==> config.mk <==
export PLATFORM = sky130hd
export DESIGN_NAME = paired_timer
export DESIGN_NICKNAME = d
export VERILOG_FILES = /design/src/hw/paired_timer_pkg.sv /design/src/hw/paired_timer.sv
export SDC_FILE = /design/constraint.sdc
export NUM_CORES = 1
export LEC_CHECK = 0
export ABC_AREA = 1
export BUFFER_PORTS_ARGS = -buffer_cell sky130_fd_sc_hd__buf_2
export CELL_PAD_IN_SITES_DETAIL_PLACEMENT = 1
export CELL_PAD_IN_SITES_GLOBAL_PLACEMENT = 2
export CORE_AREA = 2 2 156 158
export CTS_BUF_LIST = sky130_fd_sc_hd__clkbuf_16
export DETAILED_ROUTE_END_ITERATION = 12
export DIE_AREA = 0 0 158 160
export GPL_TIMING_DRIVEN = 0
export PLACE_DENSITY = 0.92
export REMOVE_ABC_BUFFERS = 1
export SLEW_MARGIN = 40
export SYNTH_ARGS = -nofsm -noshare
export SYNTH_HDL_FRONTEND = slang
export SYNTH_SLANG_ARGS = --single-unit
==> constraint.sdc <==
create_clock -name sys_clk -period 2.88 [get_ports sys_clk]
set_clock_uncertainty 0.15 [all_clocks]
set_input_delay 0.576 -clock sys_clk [delete_from_list [all_inputs] [get_ports sys_clk]]
set_output_delay 0.576 -clock sys_clk [all_outputs]
set_load 0.05 [all_outputs]
==> src/hw/paired_timer_pkg.sv <==
package paired_timer_pkg;
    // Register byte offsets, one aligned word each
    localparam logic [4:0] OFS_LOWER_CTL = 5'h00;
    localparam logic [4:0] OFS_UPPER_CTL = 5'h04;
    localparam logic [4:0] OFS_LOWER_CNT = 5'h08;
    localparam logic [4:0] OFS_UPPER_CNT = 5'h0C;
    localparam logic [4:0] OFS_LOWER_PER = 5'h10;
    localparam logic [4:0] OFS_UPPER_PER = 5'h14;
    localparam logic [4:0] OFS_STATUS    = 5'h18;

    // Control field positions
    localparam int RUN_BIT   = 15;
    localparam int IDLE_BIT  = 13;
    localparam int GATE_BIT  = 6;
    localparam int PS_HI_BIT = 5;
    localparam int PS_LO_BIT = 4;
    localparam int PAIR_BIT  = 3;
    localparam int CS_BIT    = 1;

    // Implemented control bits; all others read as zero
    localparam logic [15:0] LOWER_CTL_MASK = 16'hA07A;
    localparam logic [15:0] UPPER_CTL_MASK = 16'hA072;

    // Reset values
    localparam logic [15:0] CTL_RESET = 16'h0000;
    localparam logic [15:0] CNT_RESET = 16'h0000;
    localparam logic [15:0] PER_RESET = 16'hFFFF;

    // Prescale terminal counts for 1:1, 1:8, 1:64, 1:256
    localparam logic [7:0] PS_LIMIT_1   = 8'h00;
    localparam logic [7:0] PS_LIMIT_8   = 8'h07;
    localparam logic [7:0] PS_LIMIT_64  = 8'h3F;
    localparam logic [7:0] PS_LIMIT_256 = 8'hFF;
endpackage : paired_timer_pkg

==> src/hw/paired_timer.sv <==
// Contract
// - Lower run bit starts and stops the 16-bit timer, or the 32-bit pair in pair mode.
// - With stop-in-idle set the timer halts during idle; clear, it keeps running.
// - Gate bit enables gated accumulation on internal clock; ignored with external clock.
// - Prescale field divides input clock by 1, 8, 64 or 256.
// - Pair-mode bit joins both timers into one 32-bit timer; clear gives two 16-bit.
// - In pair mode upper control bits have no effect; lower control governs.
// - Clock-source bit selects external pin rising edges or the internal clock.
// - A control write while running resets the prescale counter; software should avoid it.
// - Only the upper timer drives the converter trigger output.
// - Unimplemented control bits always read as zero.
// - In pair mode upper count and period hold the high word, lower the low.
// - Pair-mode period match raises the upper timer's match flag.
// - Pair mode flags a match when 32-bit count equals 32-bit period.
`timescale 1ns/100ps
`default_nettype none
module paired_timer (
    // Clock and reset
    input  wire logic        sys_clk,
    input  wire logic        srst,
    // Avalon-MM slave
    input  wire logic [4:0]  address,
    input  wire logic        read,
    input  wire logic        write,
    input  wire logic [31:0] writedata,
    input  wire logic [3:0]  byteenable,
    output var  logic [31:0] readdata,
    output var  logic        waitrequest,
    // Device state and pins
    input  wire logic        idle_mode,
    input  wire logic        external_count_pin,
    input  wire logic        upper_external_count_pin,
    // Events
    output var  logic        lower_match_flag,
    output var  logic        upper_match_flag,
    output var  logic        adc_trigger
);

    typedef struct packed {
        logic [15:0] ctl_lo;
        logic [15:0] ctl_hi;
        logic [15:0] cnt_lo;
        logic [15:0] cnt_hi;
        logic [15:0] per_lo;
        logic [15:0] per_hi;
        logic [7:0]  pre_lo;
        logic [7:0]  pre_hi;
        logic        pin_lo_prev;
        logic        pin_hi_prev;
        logic        flag_lo;
        logic        flag_hi;
        logic        adc;
        logic        waitreq;
        logic [31:0] rdata;
    } timer_state_t;

    timer_state_t state_reg;
    timer_state_t state_next;

    logic        ev_lo;
    logic        ev_hi;
    logic        tick_lo;
    logic        tick_hi;
    logic        pair;
    logic        wr_acc;
    logic [31:0] cnt32;
    logic [31:0] per32;

    // Terminal prescale count selected by a control word
    function automatic logic [7:0] ps_limit(input logic [15:0] ctl);
        unique case (ctl[paired_timer_pkg::PS_HI_BIT:paired_timer_pkg::PS_LO_BIT])
            2'h0: ps_limit = paired_timer_pkg::PS_LIMIT_1;
            2'h1: ps_limit = paired_timer_pkg::PS_LIMIT_8;
            2'h2: ps_limit = paired_timer_pkg::PS_LIMIT_64;
            2'h3: ps_limit = paired_timer_pkg::PS_LIMIT_256;
        endcase
    endfunction : ps_limit

    // One counting event of a timer before the prescaler
    function automatic logic src_event(input logic [15:0] ctl, input logic pin,
                                       input logic prev, input logic idle);
        logic run;
        run = ctl[paired_timer_pkg::RUN_BIT]
            & ~(idle & ctl[paired_timer_pkg::IDLE_BIT]);
        if (ctl[paired_timer_pkg::CS_BIT]) begin
            src_event = run & pin & ~prev;
        end else if (ctl[paired_timer_pkg::GATE_BIT]) begin
            src_event = run & pin;
        end else begin
            src_event = run;
        end
    endfunction : src_event

    // Byte-lane merge of a 16-bit register
    function automatic logic [15:0] merge16(input logic [15:0] old, input logic [15:0] wd,
                                            input logic [1:0] be);
        merge16 = {be[1] ? wd[15:8] : old[15:8], be[0] ? wd[7:0] : old[7:0]};
    endfunction : merge16

    // Shared decode visible to the checks below
    assign pair    = state_reg.ctl_lo[paired_timer_pkg::PAIR_BIT];
    assign ev_lo   = src_event(state_reg.ctl_lo, external_count_pin,
                               state_reg.pin_lo_prev, idle_mode);
    // The upper timer's own source is dead while paired
    assign ev_hi   = ~pair & src_event(state_reg.ctl_hi, upper_external_count_pin,
                                       state_reg.pin_hi_prev, idle_mode);
    assign tick_lo = ev_lo &&
        (state_reg.pre_lo == ps_limit(state_reg.ctl_lo));
    assign tick_hi = ev_hi &&
        (state_reg.pre_hi == ps_limit(state_reg.ctl_hi));
    assign wr_acc  = write & ~state_reg.waitreq;
    assign cnt32   = {state_reg.cnt_hi, state_reg.cnt_lo};
    assign per32   = {state_reg.per_hi, state_reg.per_lo};

    // Next-state logic: status flag clear first, then counting, then register writes on top
    always_comb begin
        state_next = state_reg;
        state_next.adc = 1'b0;
        state_next.pin_lo_prev = external_count_pin;
        state_next.pin_hi_prev = upper_external_count_pin;

        // Flag clear comes first so a same-cycle match still sets it
        if (wr_acc && address == paired_timer_pkg::OFS_STATUS && byteenable[0]) begin
            state_next.flag_lo = state_reg.flag_lo & ~writedata[0];
            state_next.flag_hi = state_reg.flag_hi & ~writedata[1];
        end

        // Lower prescaler and counter
        if (ev_lo) begin
            state_next.pre_lo = tick_lo ? 8'h00 : state_reg.pre_lo + 8'h01;
        end
        if (tick_lo && pair) begin
            if (cnt32 == per32) begin
                state_next.cnt_lo  = 16'h0000;
                state_next.cnt_hi  = 16'h0000;
                state_next.flag_hi = 1'b1;
                state_next.adc     = 1'b1;
            end else begin
                {state_next.cnt_hi, state_next.cnt_lo} = cnt32 + 32'h0000_0001;
            end
        end else if (tick_lo) begin
            if (state_reg.cnt_lo == state_reg.per_lo) begin
                state_next.cnt_lo  = 16'h0000;
                state_next.flag_lo = 1'b1;
            end else begin
                state_next.cnt_lo = state_reg.cnt_lo + 16'h0001;
            end
        end

        // Upper prescaler and counter, only as an independent timer
        if (ev_hi) begin
            state_next.pre_hi = tick_hi ? 8'h00 : state_reg.pre_hi + 8'h01;
        end
        if (tick_hi) begin
            if (state_reg.cnt_hi == state_reg.per_hi) begin
                state_next.cnt_hi  = 16'h0000;
                state_next.flag_hi = 1'b1;
                state_next.adc     = 1'b1;
            end else begin
                state_next.cnt_hi = state_reg.cnt_hi + 16'h0001;
            end
        end

        // Register writes, taken at the edge where waitrequest is low
        if (wr_acc) begin
            unique case (address)
                paired_timer_pkg::OFS_LOWER_CTL: begin
                    state_next.ctl_lo = merge16(state_reg.ctl_lo, writedata[15:0],
                        byteenable[1:0]) & paired_timer_pkg::LOWER_CTL_MASK;
                    if (state_reg.ctl_lo[paired_timer_pkg::RUN_BIT]) begin
                        state_next.pre_lo = 8'h00;
                    end
                end
                paired_timer_pkg::OFS_UPPER_CTL: begin
                    state_next.ctl_hi = merge16(state_reg.ctl_hi, writedata[15:0],
                        byteenable[1:0]) & paired_timer_pkg::UPPER_CTL_MASK;
                    if (state_reg.ctl_hi[paired_timer_pkg::RUN_BIT] && !pair) begin
                        state_next.pre_hi = 8'h00;
                    end
                end
                paired_timer_pkg::OFS_LOWER_CNT:
                    state_next.cnt_lo = merge16(state_reg.cnt_lo, writedata[15:0],
                                                byteenable[1:0]);
                paired_timer_pkg::OFS_UPPER_CNT:
                    state_next.cnt_hi = merge16(state_reg.cnt_hi, writedata[15:0],
                                                byteenable[1:0]);
                paired_timer_pkg::OFS_LOWER_PER:
                    state_next.per_lo = merge16(state_reg.per_lo, writedata[15:0],
                                                byteenable[1:0]);
                paired_timer_pkg::OFS_UPPER_PER:
                    state_next.per_hi = merge16(state_reg.per_hi, writedata[15:0],
                                                byteenable[1:0]);
                default: ;
            endcase
        end

        // One wait state: read data are captured as waitrequest drops
        state_next.waitreq = ~((read | write) & state_reg.waitreq);
        if (read && state_reg.waitreq) begin
            unique case (address)
                paired_timer_pkg::OFS_LOWER_CTL: state_next.rdata = {16'h0000, state_reg.ctl_lo};
                paired_timer_pkg::OFS_UPPER_CTL: state_next.rdata = {16'h0000, state_reg.ctl_hi};
                paired_timer_pkg::OFS_LOWER_CNT: state_next.rdata = {16'h0000, state_reg.cnt_lo};
                paired_timer_pkg::OFS_UPPER_CNT: state_next.rdata = {16'h0000, state_reg.cnt_hi};
                paired_timer_pkg::OFS_LOWER_PER: state_next.rdata = {16'h0000, state_reg.per_lo};
                paired_timer_pkg::OFS_UPPER_PER: state_next.rdata = {16'h0000, state_reg.per_hi};
                paired_timer_pkg::OFS_STATUS:
                    state_next.rdata = {30'h0000_0000, state_reg.flag_hi, state_reg.flag_lo};
                default: state_next.rdata = 32'h0000_0000;  // Unmapped reads as zero
            endcase
        end
    end

    // State register
    always_ff @(posedge sys_clk) begin
        if (srst) begin
            state_reg <= '{ctl_lo: paired_timer_pkg::CTL_RESET,
                           ctl_hi: paired_timer_pkg::CTL_RESET,
                           cnt_lo: paired_timer_pkg::CNT_RESET,
                           cnt_hi: paired_timer_pkg::CNT_RESET,
                           per_lo: paired_timer_pkg::PER_RESET,
                           per_hi: paired_timer_pkg::PER_RESET,
                           pre_lo: 8'h00, pre_hi: 8'h00,
                           pin_lo_prev: 1'b0, pin_hi_prev: 1'b0,
                           flag_lo: 1'b0, flag_hi: 1'b0, adc: 1'b0,
                           waitreq: 1'b1, rdata: 32'h0000_0000};
        end else begin
            state_reg <= state_next;
        end
    end

    // Outputs come straight from the state register
    assign readdata         = state_reg.rdata;
    assign waitrequest      = state_reg.waitreq;
    assign lower_match_flag = state_reg.flag_lo;
    assign upper_match_flag = state_reg.flag_hi;
    assign adc_trigger      = state_reg.adc;

    // Checks
    a_run_stops: assert property (
        @(posedge sys_clk) disable iff (srst)
        (!state_reg.ctl_lo[paired_timer_pkg::RUN_BIT] && !wr_acc)
            |=> $stable(state_reg.cnt_lo) && $stable(state_reg.pre_lo))
        else $error("lower timer moved while stopped");

    a_idle_halts: assert property (
        @(posedge sys_clk) disable iff (srst)
        (idle_mode && state_reg.ctl_lo[paired_timer_pkg::IDLE_BIT] && !wr_acc)
            |=> $stable(state_reg.pre_lo) && $stable(state_reg.cnt_lo))
        else $error("lower timer moved in idle with stop-in-idle set");

    a_gate_blocks: assert property (
        @(posedge sys_clk) disable iff (srst)
        (!state_reg.ctl_lo[paired_timer_pkg::CS_BIT]
            && state_reg.ctl_lo[paired_timer_pkg::GATE_BIT]
            && !external_count_pin && !wr_acc)
            |=> $stable(state_reg.pre_lo) && $stable(state_reg.cnt_lo))
        else $error("gated timer counted with gate low");

    a_prescale_step: assert property (
        @(posedge sys_clk) disable iff (srst)
        (ev_lo && !tick_lo && !wr_acc) |=> state_reg.pre_lo == $past(state_reg.pre_lo) + 8'h01)
        else $error("prescaler did not advance");

    a_pair_wrap: assert property (
        @(posedge sys_clk) disable iff (srst)
        (pair && tick_lo && cnt32 == per32 && !wr_acc)
            |=> cnt32 == 32'h0000_0000 && upper_match_flag && adc_trigger)
        else $error("32-bit match did not wrap and flag upper");

    a_upper_ignored: assert property (
        @(posedge sys_clk) disable iff (srst)
        (pair && !tick_lo && !wr_acc) |=> $stable(state_reg.cnt_hi))
        else $error("upper count moved on its own while paired");

    a_ext_edge: assert property (
        @(posedge sys_clk) disable iff (srst)
        (state_reg.ctl_lo[paired_timer_pkg::CS_BIT]
            && state_reg.ctl_lo[paired_timer_pkg::RUN_BIT]
            && !(idle_mode && state_reg.ctl_lo[paired_timer_pkg::IDLE_BIT])
            && external_count_pin && !state_reg.pin_lo_prev
            && ps_limit(state_reg.ctl_lo) == 8'h00 && !pair && !wr_acc
            && state_reg.cnt_lo != state_reg.per_lo)
            |=> state_reg.cnt_lo == $past(state_reg.cnt_lo) + 16'h0001)
        else $error("external rising edge not counted");

    a_ctl_write_pre: assert property (
        @(posedge sys_clk) disable iff (srst)
        (wr_acc && address == paired_timer_pkg::OFS_LOWER_CTL
            && state_reg.ctl_lo[paired_timer_pkg::RUN_BIT]) |=> state_reg.pre_lo == 8'h00)
        else $error("control write while running kept the prescaler");

    a_trigger_upper: assert property (
        @(posedge sys_clk) disable iff (srst)
        adc_trigger |-> upper_match_flag && $past(tick_hi || (pair && tick_lo)))
        else $error("trigger without an upper timer match");

    a_reserved_zero: assert property (
        @(posedge sys_clk) disable iff (srst)
        (read && !waitrequest && address == paired_timer_pkg::OFS_LOWER_CTL)
            |-> (readdata & ~{16'h0000, paired_timer_pkg::LOWER_CTL_MASK}) == 32'h0000_0000)
        else $error("unimplemented control bits read non-zero");

    a_single_wrap: assert property (
        @(posedge sys_clk) disable iff (srst)
        (!pair && tick_lo && state_reg.cnt_lo == state_reg.per_lo && !wr_acc)
            |=> state_reg.cnt_lo == 16'h0000 && lower_match_flag)
        else $error("16-bit match did not wrap to zero");

endmodule : paired_timer
`default_nettype wire

==> flow_metrics.env <==
export IMPL_run_status="complete, no violations"
export IMPL_worst_setup_path_start_kind="primary input"
export IMPL_clk_root_buf="sky130_fd_sc_hd__clkbuf_16"
export IMPL_p_seq_share_pct=40.9
export IMPL_report_final_setup_viol=0
export IMPL_maximum_number_of_pins_on_one_net_before_global_route_repair=65
export IMPL_fraction_of_final_layout_cells_sized_beyond_drive_strength_1_pct=10.4
export IMPL_pwr_share_clk_pct=52.7
export IMPL_fmax_ghz=0.367
export IMPL_cts_buffers_inserted=17
export IMPL_tritoncts="yes"
export IMPL_mostFrequentLayoutCells="sky130_fd_sc_hd__nand2_1 (382), sky130_fd_sc_hd__nor2_1 (143), sky130_fd_sc_hd__inv_1 (133), sky130_fd_sc_hd__dfxtp_1 (115), sky130_fd_sc_hd__a21oi_1 (99)"
export IMPL_yosys_warnings=0
export IMPL_grt_pass1_vias=8590
export IMPL_cellLeakagePower_nw=3.73
export IMPL_fp_dieW_um=158
export IMPL_worst_ir_drop_vdd_uv=377
export IMPL_core_area_um2=23800
export IMPL_timing_critical_path_arrival_ps=2920
export IMPL_share_of_power_burned_in_combinational_logic_pct=6.4
export IMPL_postSynthRegisterBits=115
export IMPL_fill_cells=3229
export IMPL_first_iter_violations=509
export IMPL_maxCapViolCount=0
export IMPL_area_delta_synth_final_pct=11.1
export IMPL_net_switching_power_w=0.00104
export IMPL_synth_distinct_cells=44
export IMPL_gr_total_overflow=0
export IMPL_min_path_cells=2
export IMPL_timing_final_crit_share_pct=94.6
export IMPL_die_h_um=160
export IMPL_routed_wire_length_per_instance_um=18.5
export IMPL_placed_area_um2=8210
export IMPL_rsz0062_at_grt="false"
export IMPL_hold_path_class="primary input to flip-flop"
export IMPL_clock_path_buffers=2
export IMPL_place_detailed_hpwl_um=22800
export IMPL_synthesis_area_um2=7890
export IMPL_crit_type="primary input to flip-flop"
export IMPL_worstHoldStart="read"
export IMPL_first_pass_grt_wire_length_um=47900
export IMPL_cp_max_fo=13
export IMPL_worst_setup_hold_path_clk_slew_ps=60
export IMPL_die_area_um2=25300
export IMPL_final_min_clock_period_ps=2720
export IMPL_main_combinational_cell_family_by_area_after_synthesis="simple AND/OR/NAND/NOR gates"
export IMPL_initial_utilization_pct=33.1
export IMPL_worstReg2RegStart="waitrequest"
export IMPL_synth_compound_area_share_pct=17.1
export IMPL_synthAdderAreaFrac_pct=0.634
export IMPL_commonest_non_fill_non_tap_cell_in_the_layout="sky130_fd_sc_hd__nand2_1"
export IMPL_drtAntennaViolNets=0
export IMPL_timing_critical_path_required_ps=3070
export IMPL_yosys_area_share_simple_pct=35.6
export IMPL_dr_pass1_iters=4
export IMPL_drv_slew=0
export IMPL_place_worst_setup_slack_ps=-298
export IMPL_postCtsSetupBuffers=0
export IMPL_postSynthCellCount=1288
export IMPL_post_synthesis_mux_area_share_pct=0
export IMPL_number_of_antenna_violations_at_the_first_check_in_global_routing=0
export IMPL_drc=0
export IMPL_grt_total_usage_pct=24.5
export IMPL_sequential_cell_area_um2=2300
export IMPL_worst_skew_pair_late_latency_ps=420
export IMPL_htree_num_levels=4
export IMPL_place_port_buffers=49
export IMPL_synth_sequential_area_ratio_pct=29.2
export IMPL_synthesis_area_per_instance_um2=6.13
export IMPL_routed_via_count=8451
export IMPL_max_slew_worst_pin_slew_ps=855
export IMPL_detail_route_wirelength_um=30000
export IMPL_pin_count=84
export IMPL_report_final_hold_viol_count=0
export IMPL_placer_s_final_routability_congestion_estimate=0.894
export IMPL_placedCellCount=1597
export IMPL_max_slew_margin_pct=42.9
export IMPL_finalInstanceArea_um2=8770
export IMPL_power_report_internal_total_w=0.00290
export IMPL_antennaDiodeCount=0
export IMPL_worst_r2r_path_depth=7
export IMPL_final_cell_count_without_fillers=1627
export IMPL_p_per_area_nw_per_um2=449
export IMPL_post_cts_resize_count=0
export IMPL_power_share_switching_pct=26.4
export IMPL_cts_sink_count=115
export IMPL_crit_path_end_kind="flip-flop"
export IMPL_setup_reg_to_reg_worst_slack_ps=290
export IMPL_worst_slack_ps=156
export IMPL_nNetsFinal=1344
export IMPL_detail_route_vias_per_cell=5.19
export IMPL_post_synth_xor_xnor_area_pct=4.33
export IMPL_timing_critical_path_from="address[1]"
export IMPL_post_cts_hold_buffer_count=0
export IMPL_footprint_of_the_multi_input_gates_um2=4660
export IMPL_rows=57
-- logic make-up (layout without fill, tap and decap cells) --
kind of cell	Yosys count	after routing
and+or+nand+nor	665	665
AOI/OAI and AO/OA	238	238
buffers and inverters	226	226
DFF	115	115
xor gates and xnor gates	39	39
adders and majority gates	4	4
other	1	16
-- power by group through the flow --
stage | registers (W) | clock network, W | logic [W]
detailed placement | 0.00164 | 0 | 0.000248
CTS | 0.00161 | 0.00208 | 0.000249
finish | 0.00161 | 0.00207 | 0.000251
floorplan | 0.00166 | 0 | 0.000114
global route | 0.00161 | 0.00215 | 0.000271
global placement | 0.00164 | 0 | 0.000239
-- layout make-up --
cell class,count,area share (%)
well taps,324,4.62
flip-flops and latches,115,26.3
inverters,144,6.17
repair buffers,52,3.53
multi-input cells,962,53.2
clock inverters,13,1.40
clock buffers,17,4.85
-- worst paths after layout --
kind                                     to
worst max register to register    cnt32[20]
worst min register to register  readdata[9]
worst max-delay path               cnt32[2]
worst min-delay path            waitrequest
-- routing by layer --
layer | up-vias | GRT usage, % | part of all wire, %
met3 | 50 | 3.53 | 3.6
li1 | 4111 | - | -
met2 | 153 | 41.1 | 48
met5 | - | 0 | 0
met4 | 0 | 7.25 | 2.3
met1 | 4137 | 32.5 | 46
-- cell usage after synthesis --
library cell / number / area (um^2)
sky130_fd_sc_hd__a21oi_1: 99 / 495
sky130_fd_sc_hd__nand4_2: 2 / 25.0
sky130_fd_sc_hd__inv_2: 11 / 41.3
sky130_fd_sc_hd__clkinv_1: 1 / 3.75
sky130_fd_sc_hd__nor3_1: 11 / 55.1
sky130_fd_sc_hd__inv_1: 132 / 495
sky130_fd_sc_hd__xor2_1: 24 / 210
sky130_fd_sc_hd__o21bai_1: 1 / 7.51
sky130_fd_sc_hd__o21a_1: 2 / 15.0
sky130_fd_sc_hd__nor2_4: 3 / 33.8
sky130_fd_sc_hd__o21ai_1: 7 / 35.0
sky130_fd_sc_hd__clkbuf_2: 2 / 10.0
sky130_fd_sc_hd__nor2_8: 2 / 40.0
sky130_fd_sc_hd__nor3_2: 1 / 10.0
sky130_fd_sc_hd__conb_1: 1 / 3.75
sky130_fd_sc_hd__xnor2_1: 15 / 131
sky130_fd_sc_hd__a31oi_1: 11 / 68.8
sky130_fd_sc_hd__nand3_2: 4 / 40.0
sky130_fd_sc_hd__nor3b_1: 4 / 30.0
sky130_fd_sc_hd__nor2_2: 11 / 68.8
sky130_fd_sc_hd__buf_4: 39 / 293
sky130_fd_sc_hd__nand2_2: 7 / 43.8
sky130_fd_sc_hd__a21oi_2: 8 / 70.1
sky130_fd_sc_hd__o211ai_1: 2 / 15.0
sky130_fd_sc_hd__clkbuf_1: 21 / 78.8
sky130_fd_sc_hd__a32oi_1: 11 / 96.3
sky130_fd_sc_hd__buf_1: 3 / 11.3
sky130_fd_sc_hd__nor4_1: 1 / 6.26
sky130_fd_sc_hd__a21o_1: 1 / 7.51
sky130_fd_sc_hd__buf_2: 15 / 75.1
sky130_fd_sc_hd__o221ai_1: 6 / 52.6
sky130_fd_sc_hd__nand4_1: 16 / 100
sky130_fd_sc_hd__o31ai_1: 3 / 22.5
sky130_fd_sc_hd__nor2_1: 148 / 556
sky130_fd_sc_hd__buf_6: 2 / 22.5
sky130_fd_sc_hd__nand3_1: 71 / 355
sky130_fd_sc_hd__o22ai_1: 6 / 37.5
sky130_fd_sc_hd__nand2_4: 1 / 11.3
sky130_fd_sc_hd__o21ai_0: 75 / 375
sky130_fd_sc_hd__a221oi_1: 4 / 35.0
sky130_fd_sc_hd__o2111ai_1: 2 / 17.5
sky130_fd_sc_hd__dfxtp_1: 115 / 2300
sky130_fd_sc_hd__nand2_1: 383 / 1440
sky130_fd_sc_hd__ha_1: 4 / 50.1
-- worst max-delay path, cell delays in order --
cell and delay (ps):
sky130_fd_sc_hd__buf_2 100, sky130_fd_sc_hd__nor2_2 220, sky130_fd_sc_hd__inv_1 90, sky130_fd_sc_hd__nor2_1 180, sky130_fd_sc_hd__nand2_1 540, sky130_fd_sc_hd__nor2_4 540, sky130_fd_sc_hd__buf_8 220, sky130_fd_sc_hd__inv_1 100
sky130_fd_sc_hd__nor2_1 100, sky130_fd_sc_hd__a21oi_1 50, sky130_fd_sc_hd__a21oi_1 180
-- per-stage QoR --
stage               hold slack (ps)  power, W  TNS (ps)  util (%)
global placement                284   0.00188    -56860      34.0
detailed placement              303   0.00189     -3290      34.5
finish                          227   0.00393         0      36.8
CTS                             220   0.00394         0      36.8
floorplan                       312   0.00177         0         -
global route                    223   0.00403         0      36.8
Power figures use the tool's default switching activity.
